`config.mk`:
```
export PLATFORM = sky130hd
export DESIGN_NAME = tpwm_timer
export DESIGN_NICKNAME = d
export VERILOG_FILES = /design/src/hdl/tpwm_pkg.sv /design/src/hdl/tpwm_edge_if.sv /design/src/hdl/tpwm_edge_det.sv /design/src/hdl/tpwm_prescaler.sv /design/src/hdl/tpwm_timer.sv
export SDC_FILE = /design/constraint.sdc
export NUM_CORES = 1
export LEC_CHECK = 0
export BUFFER_PORTS_ARGS = -buffer_cell sky130_fd_sc_hd__buf_4
export CAP_MARGIN = 20
export CORE_MARGIN = 8
export CORE_UTILIZATION = 65
export DETAILED_ROUTE_END_ITERATION = 12
export GPL_ROUTABILITY_DRIVEN = 0
export PLACE_DENSITY = 0.85
export SLEW_MARGIN = 5
export SYNTH_ARGS = -nofsm -noshare
export SYNTH_HDL_FRONTEND = slang
export SYNTH_HIERARCHICAL = 1
export SYNTH_SLANG_ARGS = --single-unit
```
`constraint.sdc`:
```
create_clock -name clk -period 10.46 [get_ports clk]
set_clock_uncertainty 0.2 [all_clocks]
set_input_delay 1.046 -clock clk [delete_from_list [all_inputs] [get_ports clk]]
set_output_delay 1.046 -clock clk [all_outputs]
set_load 0.01 [all_outputs]
```
`src/hdl/tpwm_pkg.sv`:
```
package tpwm_pkg;
  // Register byte addresses on the Avalon-MM slave
  localparam logic [5:0] TPWM_OFS_CTL0 = 6'h00;
  localparam logic [5:0] TPWM_OFS_CTL1 = 6'h04;
  localparam logic [5:0] TPWM_OFS_OUTPIN = 6'h08;
  localparam logic [5:0] TPWM_OFS_INEDGE = 6'h0C;
  localparam logic [5:0] TPWM_OFS_CNT = 6'h10;
  localparam logic [5:0] TPWM_OFS_CCR0 = 6'h14;
  localparam logic [5:0] TPWM_OFS_CCR1 = 6'h18;
  localparam logic [5:0] TPWM_OFS_CCR2 = 6'h1C;
  localparam logic [5:0] TPWM_OFS_CCR3 = 6'h20;
  // timer_control_0 fields
  localparam int TPWM_RUN_BIT = 7;
  localparam int TPWM_CKS_LSB = 0;
  // timer_control_1 fields
  localparam int TPWM_EST_BIT = 6;
  localparam int TPWM_EEE_BIT = 5;
  localparam int TPWM_MD_LSB = 0;
  localparam logic [2:0] TPWM_MODE_TRIG_PWM = 3'h2;
  // input_edge_control fields: event edge high pair, trigger low pair
  localparam int TPWM_EES_LSB = 2;
  localparam int TPWM_ETS_LSB = 0;
  // Edge select codes
  localparam logic [1:0] TPWM_EDGE_NONE = 2'h0;
  localparam logic [1:0] TPWM_EDGE_RISE = 2'h1;
  localparam logic [1:0] TPWM_EDGE_FALL = 2'h2;
  // Reset values
  localparam logic [7:0] TPWM_RST_BYTE = 8'h00;
  localparam logic [15:0] TPWM_RST_CCR = 16'h0000;
  localparam logic [15:0] TPWM_CNT_IDLE = 16'hFFFF;
  // Prescaler divider width
  localparam int TPWM_DIV_W = 7;
  // Counter states
  typedef enum logic [1:0] {TPWM_IDLE, TPWM_WAIT, TPWM_RUN} tpwm_state_t;
endpackage

```
`src/hdl/tpwm_edge_if.sv`:
```
`timescale 1ns/1ns
`default_nettype none
interface tpwm_edge_if;
  // Edge select code and detected valid-edge pulse
  logic [1:0] sel;
  logic pulse;
  modport det(input sel, output pulse);
  modport core(output sel, input pulse);
endinterface
`default_nettype wire

```
`src/hdl/tpwm_edge_det.sv`:
```
`timescale 1ns/1ns
`default_nettype none
module tpwm_edge_det
  import tpwm_pkg::*;
(
  input wire logic clk,
  input wire logic reset,
  input wire logic pin,
  tpwm_edge_if.det eif
);
  // Two-stage synchroniser, then one stage of history
  logic sync1_r;
  logic sync2_r;
  logic prev_r;

  // Pin synchroniser and edge history
  always_ff @(posedge clk or posedge reset) begin
    if (reset) begin
      sync1_r <= 1'b0;
      sync2_r <= 1'b0;
      prev_r <= 1'b0;
    end else begin
      sync1_r <= pin;
      sync2_r <= sync1_r;
      prev_r <= sync2_r;
    end
  end

  // Valid edge according to the select code
  always_comb begin
    if (eif.sel == TPWM_EDGE_NONE) begin
      eif.pulse = 1'b0;
    end else if (eif.sel == TPWM_EDGE_RISE) begin
      eif.pulse = sync2_r & ~prev_r;
    end else if (eif.sel == TPWM_EDGE_FALL) begin
      eif.pulse = ~sync2_r & prev_r;
    end else begin
      eif.pulse = sync2_r ^ prev_r;
    end
  end
endmodule
`default_nettype wire

```
`src/hdl/tpwm_prescaler.sv`:
```
`timescale 1ns/1ns
`default_nettype none
module tpwm_prescaler
  import tpwm_pkg::*;
(
  input wire logic clk,
  input wire logic reset,
  input wire logic [2:0] cks,
  output logic tick
);
  // Free-running divider
  logic [TPWM_DIV_W-1:0] div_r;
  logic [TPWM_DIV_W-1:0] mask;

  // Divider count
  always_ff @(posedge clk or posedge reset) begin
    if (reset) begin
      div_r <= '0;
    end else begin
      div_r <= div_r + 1'b1;
    end
  end

  // One tick every two to the power cks clocks
  always_comb begin
    mask = TPWM_DIV_W'((8'h01 << cks) - 8'h01);
    tick = (div_r & mask) == mask;
  end
endmodule
`default_nettype wire

```
`src/hdl/tpwm_timer.sv`:
```
`timescale 1ns/1ns
`default_nettype none
// Contract
// - Mode code 010 selects triggered PWM
// - Enabled timer waits, trigger clears, counts
// - Retrigger while counting restarts from zero
// - Trigger inverts toggle, forces phases high
// - Period is cycle value plus one
// - Phase active width equals phase compare
// - Toggle half period cycle plus one
// - Cycle irq and clear step after match
// - Phase irq on counter equal compare
// - Shadows load at enable and at armed cycle clear
// - Trigger is pin edge or soft bit
// - Event select picks prescaler or event edges
// - Disabled pin drives its level bit
// - Edge selects for trigger and event inputs
// - Counter readback returns present count
// - Phase below cycle: one irq per cycle
// - Phase above cycle: never an irq
// - Capture pins and option register ignored
// - Phase one write arms buffer transfer
module tpwm_timer
  import tpwm_pkg::*;
(
  input wire logic clk,
  input wire logic reset,
  input wire logic [5:0] avs_address,
  input wire logic avs_read,
  input wire logic avs_write,
  input wire logic [31:0] avs_writedata,
  input wire logic [3:0] avs_byteenable,
  output logic [31:0] avs_readdata,
  output logic avs_waitrequest,
  input wire logic trigger_input,
  input wire logic event_count_input,
  output logic cycle_toggle_output,
  output logic [2:0] pwm_phase_output,
  output logic cycle_match_irq,
  output logic [2:0] phase_match_irq
);
  import tpwm_pkg::*;

  // Software registers
  logic [7:0] ctl0_r;
  logic [7:0] ctl1_r;
  logic [7:0] outpin_r;
  logic [7:0] inedge_r;
  logic [15:0] ccr_r [4];
  // Compare shadows used by the counter
  logic [15:0] shadow_r [4];
  logic armed_r;
  // Bus handshake
  logic ack_r;
  logic [31:0] rdata_r;
  logic wr_hit;
  // Counter core
  tpwm_state_t state_r;
  logic [15:0] cnt_r;
  logic [15:0] cnt_inc;
  logic [15:0] cnt_step;
  logic tog_r;
  logic [2:0] wave_r;
  logic [3:0] wave_src; // Internal level per pin, toggle in bit 0
  logic [3:0] pins_r;
  logic cyc_irq_r;
  logic [2:0] ph_irq_r;
  logic soft_trig_r;
  // Decoded conditions
  logic active;
  logic pre_tick;
  logic tick;
  logic trig;
  logic at_cycle;
  logic wrap;
  logic load;

  tpwm_edge_if trig_if();
  tpwm_edge_if evt_if();

  // Merge a write into a 16-bit register by byte enables
  function automatic logic [15:0] upd16(input logic [15:0] old,
      input logic [31:0] d, input logic [3:0] be);
    upd16 = old;
    if (be[0]) begin
      upd16[7:0] = d[7:0];
    end
    if (be[1]) begin
      upd16[15:8] = d[15:8];
    end
  endfunction

  // Read multiplexer; unmapped addresses read zero
  function automatic logic [31:0] rd_mux(input logic [5:0] a);
    rd_mux = 32'h0000_0000;
    if (a == TPWM_OFS_CTL0) begin
      rd_mux[7:0] = ctl0_r;
    end else if (a == TPWM_OFS_CTL1) begin
      rd_mux[7:0] = ctl1_r;
    end else if (a == TPWM_OFS_OUTPIN) begin
      rd_mux[7:0] = outpin_r;
    end else if (a == TPWM_OFS_INEDGE) begin
      rd_mux[7:0] = inedge_r;
    end else if (a == TPWM_OFS_CNT) begin
      rd_mux[15:0] = cnt_r;
    end else if (a == TPWM_OFS_CCR0) begin
      rd_mux[15:0] = ccr_r[0];
    end else if (a == TPWM_OFS_CCR1) begin
      rd_mux[15:0] = ccr_r[1];
    end else if (a == TPWM_OFS_CCR2) begin
      rd_mux[15:0] = ccr_r[2];
    end else if (a == TPWM_OFS_CCR3) begin
      rd_mux[15:0] = ccr_r[3];
    end
  endfunction

  // Trigger and event pin edge detectors
  tpwm_edge_det u_trig_det (
    .clk(clk),
    .reset(reset),
    .pin(trigger_input),
    .eif(trig_if.det)
  );

  tpwm_edge_det u_evt_det (
    .clk(clk),
    .reset(reset),
    .pin(event_count_input),
    .eif(evt_if.det)
  );

  // Internal count clock enable
  tpwm_prescaler u_pre (
    .clk(clk),
    .reset(reset),
    .cks(ctl0_r[TPWM_CKS_LSB +: 3]),
    .tick(pre_tick)
  );

  assign trig_if.sel = inedge_r[TPWM_ETS_LSB +: 2];
  assign evt_if.sel = inedge_r[TPWM_EES_LSB +: 2];

  // Bus answer: one wait cycle, then release
  assign avs_waitrequest = (avs_read | avs_write) & ~ack_r;
  assign avs_readdata = rdata_r;
  assign wr_hit = avs_write & ack_r;

  // Handshake and read data capture
  always_ff @(posedge clk or posedge reset) begin
    if (reset) begin
      ack_r <= 1'b0;
      rdata_r <= 32'h0000_0000;
    end else begin
      ack_r <= (avs_read | avs_write) & ~ack_r;
      if (avs_read & ~ack_r) begin
        rdata_r <= rd_mux(avs_address);
      end
    end
  end

  // Register writes; capture and option offsets left unmapped
  always_ff @(posedge clk or posedge reset) begin
    if (reset) begin
      ctl0_r <= TPWM_RST_BYTE;
      ctl1_r <= TPWM_RST_BYTE;
      outpin_r <= TPWM_RST_BYTE;
      inedge_r <= TPWM_RST_BYTE;
      for (int i = 0; i < 4; i++) begin
        ccr_r[i] <= TPWM_RST_CCR;
      end
    end else if (wr_hit & avs_byteenable[0]) begin
      if (avs_address == TPWM_OFS_CTL0) begin
        ctl0_r <= avs_writedata[7:0];
      end else if (avs_address == TPWM_OFS_CTL1) begin
        // Soft trigger bit is not stored; it reads zero
        ctl1_r <= avs_writedata[7:0] & ~(8'h01 << TPWM_EST_BIT);
      end else if (avs_address == TPWM_OFS_OUTPIN) begin
        outpin_r <= avs_writedata[7:0];
      end else if (avs_address == TPWM_OFS_INEDGE) begin
        inedge_r <= avs_writedata[7:0];
      end else if (avs_address == TPWM_OFS_CCR0) begin
        ccr_r[0] <= upd16(ccr_r[0], avs_writedata, avs_byteenable);
      end else if (avs_address == TPWM_OFS_CCR1) begin
        ccr_r[1] <= upd16(ccr_r[1], avs_writedata, avs_byteenable);
      end else if (avs_address == TPWM_OFS_CCR2) begin
        ccr_r[2] <= upd16(ccr_r[2], avs_writedata, avs_byteenable);
      end else if (avs_address == TPWM_OFS_CCR3) begin
        ccr_r[3] <= upd16(ccr_r[3], avs_writedata, avs_byteenable);
      end
    end else if (wr_hit & avs_byteenable[1]) begin
      // High byte only reaches the 16-bit compare registers
      if (avs_address == TPWM_OFS_CCR0) begin
        ccr_r[0] <= upd16(ccr_r[0], avs_writedata, avs_byteenable);
      end else if (avs_address == TPWM_OFS_CCR1) begin
        ccr_r[1] <= upd16(ccr_r[1], avs_writedata, avs_byteenable);
      end else if (avs_address == TPWM_OFS_CCR2) begin
        ccr_r[2] <= upd16(ccr_r[2], avs_writedata, avs_byteenable);
      end else if (avs_address == TPWM_OFS_CCR3) begin
        ccr_r[3] <= upd16(ccr_r[3], avs_writedata, avs_byteenable);
      end
    end
  end

  // soft trigger pulse on a write of one
  always_ff @(posedge clk or posedge reset) begin
    if (reset) begin
      soft_trig_r <= 1'b0;
    end else begin
      soft_trig_r <= wr_hit & avs_byteenable[0] &
        (avs_address == TPWM_OFS_CTL1) & avs_writedata[TPWM_EST_BIT];
    end
  end

  // Core conditions
  always_comb begin
    // only mode 010 with run enable operates
    active = ctl0_r[TPWM_RUN_BIT] &
      (ctl1_r[TPWM_MD_LSB +: 3] == TPWM_MODE_TRIG_PWM);
    tick = ctl1_r[TPWM_EEE_BIT] ? evt_if.pulse : pre_tick;
    trig = trig_if.pulse | soft_trig_r;
    // Pin sources gathered so every pin index stays in range
    wave_src = {wave_r, tog_r};
    cnt_inc = cnt_r + 16'h0001;
    at_cycle = cnt_r == shadow_r[0];
    // trigger wins over a match in the same cycle
    wrap = (state_r == TPWM_RUN) & tick & at_cycle & ~trig;
    cnt_step = at_cycle ? 16'h0000 : cnt_inc;
    load = (state_r == TPWM_IDLE) & active;
  end

  // Counter and state
  always_ff @(posedge clk or posedge reset) begin
    if (reset) begin
      state_r <= TPWM_IDLE;
      cnt_r <= TPWM_CNT_IDLE;
    end else if (!active) begin
      // stop and wait for a new enable
      state_r <= TPWM_IDLE;
      cnt_r <= TPWM_CNT_IDLE;
    end else begin
      case (state_r)
        TPWM_IDLE: begin
          state_r <= TPWM_WAIT;
        end
        TPWM_WAIT: begin
          if (trig) begin
            state_r <= TPWM_RUN;
            cnt_r <= 16'h0000;
          end
        end
        default: begin
          if (trig) begin
            cnt_r <= 16'h0000;
          end else if (tick) begin
            cnt_r <= cnt_step;
          end
        end
      endcase
    end
  end

  // Compare shadows and transfer arming
  always_ff @(posedge clk or posedge reset) begin
    if (reset) begin
      armed_r <= 1'b0;
      for (int i = 0; i < 4; i++) begin
        shadow_r[i] <= TPWM_RST_CCR;
      end
    end else begin
      // copy at enable and at armed cycle clear only
      if (load | (wrap & armed_r)) begin
        for (int i = 0; i < 4; i++) begin
          shadow_r[i] <= ccr_r[i];
        end
      end
      // phase one write arms; a new write wins
      if (wr_hit & (avs_address == TPWM_OFS_CCR1)) begin
        armed_r <= 1'b1;
      end else if (wrap | load) begin
        armed_r <= 1'b0;
      end
    end
  end

  // Waveforms and match pulses
  always_ff @(posedge clk or posedge reset) begin
    if (reset) begin
      tog_r <= 1'b0;
      wave_r <= 3'h0;
      cyc_irq_r <= 1'b0;
      ph_irq_r <= 3'h0;
    end else begin
      cyc_irq_r <= 1'b0;
      ph_irq_r <= 3'h0;
      if (!active) begin
        tog_r <= 1'b0;
        wave_r <= 3'h0;
      end else if (trig & (state_r != TPWM_IDLE)) begin
        tog_r <= ~tog_r;
        wave_r <= 3'h7;
      end else if ((state_r == TPWM_RUN) & tick) begin
        if (wrap) begin
          tog_r <= ~tog_r;
          wave_r <= 3'h7;
          // cycle match pulse at the clear step
          cyc_irq_r <= 1'b1;
        end
        for (int b = 0; b < 3; b++) begin
          if (cnt_step == shadow_r[b + 1]) begin
            wave_r[b] <= 1'b0;
            ph_irq_r[b] <= 1'b1;
          end
        end
      end
    end
  end

  // pin drivers: enabled shows wave xor level, disabled shows level
  always_ff @(posedge clk or posedge reset) begin
    if (reset) begin
      pins_r <= 4'h0;
    end else begin
      for (int k = 0; k < 4; k++) begin
        if (outpin_r[2 * k]) begin
          pins_r[k] <= wave_src[k] ^ outpin_r[2 * k + 1];
        end else begin
          pins_r[k] <= outpin_r[2 * k + 1];
        end
      end
    end
  end

  assign cycle_toggle_output = pins_r[0];
  assign pwm_phase_output = pins_r[3:1];
  assign cycle_match_irq = cyc_irq_r;
  assign phase_match_irq = ph_irq_r;
endmodule
`default_nettype wire

```
==> flow_summary.toml <==
[status]
status = "finished, final reports clean"

[route]
avgViaCountPerCell = 6.579
route.antenna.remaining_nets = 0
drt_iter0_drc = 647
firstDrtPassIters = 8
num_vias = 7987
wl_per_cell_um = 23.44
wl_um = 28450
drc_errors = 0

[critical_path]
crit_arrival_ns = 3.81
reg2reg_from = "ctl0_r[1]"
worstPathCellList = "nor2_2 > o21bai_1 > a222oi_1 > mux2i_1 > nor3b_1 > a32oi_4 > buf_4 > mux2_2"
reg2reg_setup_slack_ns = 6.83
critPathCaptureType = "register"
worstRegToRegCells = 8
crit_type = "reg -> reg"
cp-start-kind = "register"
crit_path_max_incr_delay_ns = 0.88
critPathSlowestCell = "nor3b_1"
cp.required_ns = 10.64
crit_fanout = 32
reg2reg_to = "shadow_r[39]"

[clocking]
cts_buffer_depth = 3
holdBufCountCts = 0
cts.clk_slew.worst_paths_ns = 0.06
cts_sinks = 221
cts_root_buffer = "clkbuf_16"
cts_tree = "done"
cts_setup_buffers = 0
htreeDepth = 1
cts_buffers = 23
worstSkewPairLatency_ns = 0.50
cts_resized = 0

[floorplanning]
start_util_pct = 65.72
placementRows = 48
die_h_um = 147.3
coreArea_um2 = 17060
fp.dieArea_um2 = 21700
die_x_um = 147.3
io_pins = 89

[timing]
grt_setup_unrepaired = "no"
finalSetupViolations = 0
maxSlewViolCount = 0
worstMarginPinSlew_ns = 0.9831
period_share_pct = 34.73
min_period_ns = 3.633
max_freq_mhz = 275.3
max_slew_margin_pct = 34.32
setup_ws_ns = 6.827
finalSetupTns_ns = 0
hold_viol = 0
hold_ws_ns = 0.1473

[yosys]
synthesis.area_um2 = 11210
synth-compound-area-share_pct = 8.729
yosys.area.top_type = "dfrtp_1"
synthCells = 931
synth_edf_count = 0
synth.distinct_cells = 71
synth_top_area_share_pct = 45.76
synth_top_family_by_area = "multiplexers"
avgSynthCellArea_um2 = 12.04
async_reset_ff_share_pct = 100.0
synth-xor-area-share_pct = 5.916
synth_mux_area_share_pct = 20.56
yosys-top-cells-area = "dfrtp_1, mux2_2, mux4_2"
ys_ff_latch = 221
yosys.area_share.adder_pct = 0.6697
ys_seq_area_share_pct = 49.51
yosys_warnings = 6
yosys.area_share.simple_pct = 10.91
netlist_top_cells_count = "dfrtp_1, mux2_2, nor2_1"
synth.most_common_cell = "dfrtp_1"
synth_ff_type = "dfrtp_1"

[power_and_ir_drop]
power_frac_clock_pct = 42.5
ir_worst_vdd_mv = 0.1626
p_leak_nw = 5.759
p_int_mw = 1.391
power_density_nw_per_um2 = 145.9
pwr-share-comb_pct = 7.3
p_seq_share_pct = 50.2
p_sw_share_pct = 23.51
power_mw = 1.818
power.net_switching_mw = 0.4274

[placement]
dp_hpwl_um = 19300
preCtsSetupSlack_ns = 6.414
placed_cells = 1173
portBuffers = 54
place_area_um2 = 11720

[final_layout]
fill_cells = 1087
fin_nets = 1028
final_util_pct = 73.03
final_area_um2 = 12460
antenna-diode-count = 0
layout-area-overhead-vs-synth_pct = 11.13
drive_above_1_share_pct = 32.76
instances_no_fill = 1214

[global_route]
grt_pass1_vias = 8034
grt_max_degree = 129
grt_pass1_wl_um = 44850
grt_use_total_pct = 26.06
antenna_found_initial = 1
overflow = 0

[hold_path]
worstHoldEndpoint = "u_trig_det/sync2_r"
min_path_cells = 0
min_from = "u_trig_det/sync1_r"
hold_path.class = "reg -> reg"

[run]
max-cap-violations = 0
## cell families (layout without fill, tap and decap cells)
kind of cell    count (synthesis)  after routing
other cells                     1             16
flops                         221            221
xor+xnor                       71             71
simple gates                  221            221
compound gates                147            147
fa+ha+maj                       6              6
mux                           184            184
buf+inv                        80            123
## registers in the layout, indices dropped and copies added, names as in the netlist, 2 cells and up
name / count
avs_readdata: 16
ccr_r: 64
cnt_r: 16
ctl0_r: 8
ctl1_r: 7
inedge_r: 8
outpin_r: 8
phase_match_irq: 3
pins_r: 4
shadow_r: 64
state_r: 2
u_pre/div_r: 7
wave_r: 3
## layer usage
layer	wire length (µm)	up-vias	track usage [%]	share of wire (%)
met5	12	-	0	0.042
met1	11500	4028	34.46	40
met3	2878	68	7.167	10
li1	-	3491	-	-
met4	857	2	9.179	3.0
met2	13210	398	40.67	46
## worst max-delay path: cells and delay by family, from the launching register on
kind            cells  cell delay, ns
compound gates      3            0.80
buf+inv             1            0.30
flops               1            0.46
mux                 2            0.69
simple gates        2            1.03
## area by class of cell
type                    instances  area, µm²  share of cell area, %
flip-flops and latches        221       5550                  44.56
clock inverters                 8      40.04                 0.3214
well taps                     225      281.5                  2.260
repair buffers                 65      508.0                  4.078
multi-input cells             645       5333                  42.81
clock buffers                  32      669.4                  5.374
inverters                      18      75.07                 0.6027
## cells in the final DEF, fill, tap and decap left out, types with 23 or more instances in the layout
cell / synthesis / layout
mux2_2: 160 / 160
buf_4: 17 / 64
clkbuf_16: 0 / 23
nand2_1: 44 / 44
a21oi_1: 36 / 36
dfrtp_1: 205 / 205
xnor2_1: 37 / 37
xor2_1: 30 / 30
nand3_1: 25 / 25
a31oi_1: 24 / 24
nor2_1: 56 / 56
## power groups by stage
stage	Sequential, mW	Clock (mW)	Combinational (mW)
floorplan	0.923	0	0.0755
global placement	0.924	0	0.127
detailed placement	0.926	0	0.131
CTS	0.912	0.775	0.132
global route	0.915	0.810	0.144
finish	0.912	0.772	0.133
## worst max-delay path by stage
stage                         startpoint           end
after floorplan                    reset         ack_r
after global placement    avs_address[1]     ccr_r[34]
after detailed placement  avs_address[1]     ccr_r[23]
after CTS                       cnt_r[0]     wave_r[2]
after global routing            cnt_r[0]     wave_r[0]
final                          ctl0_r[1]  shadow_r[39]
(Power assumes the default switching activity.)
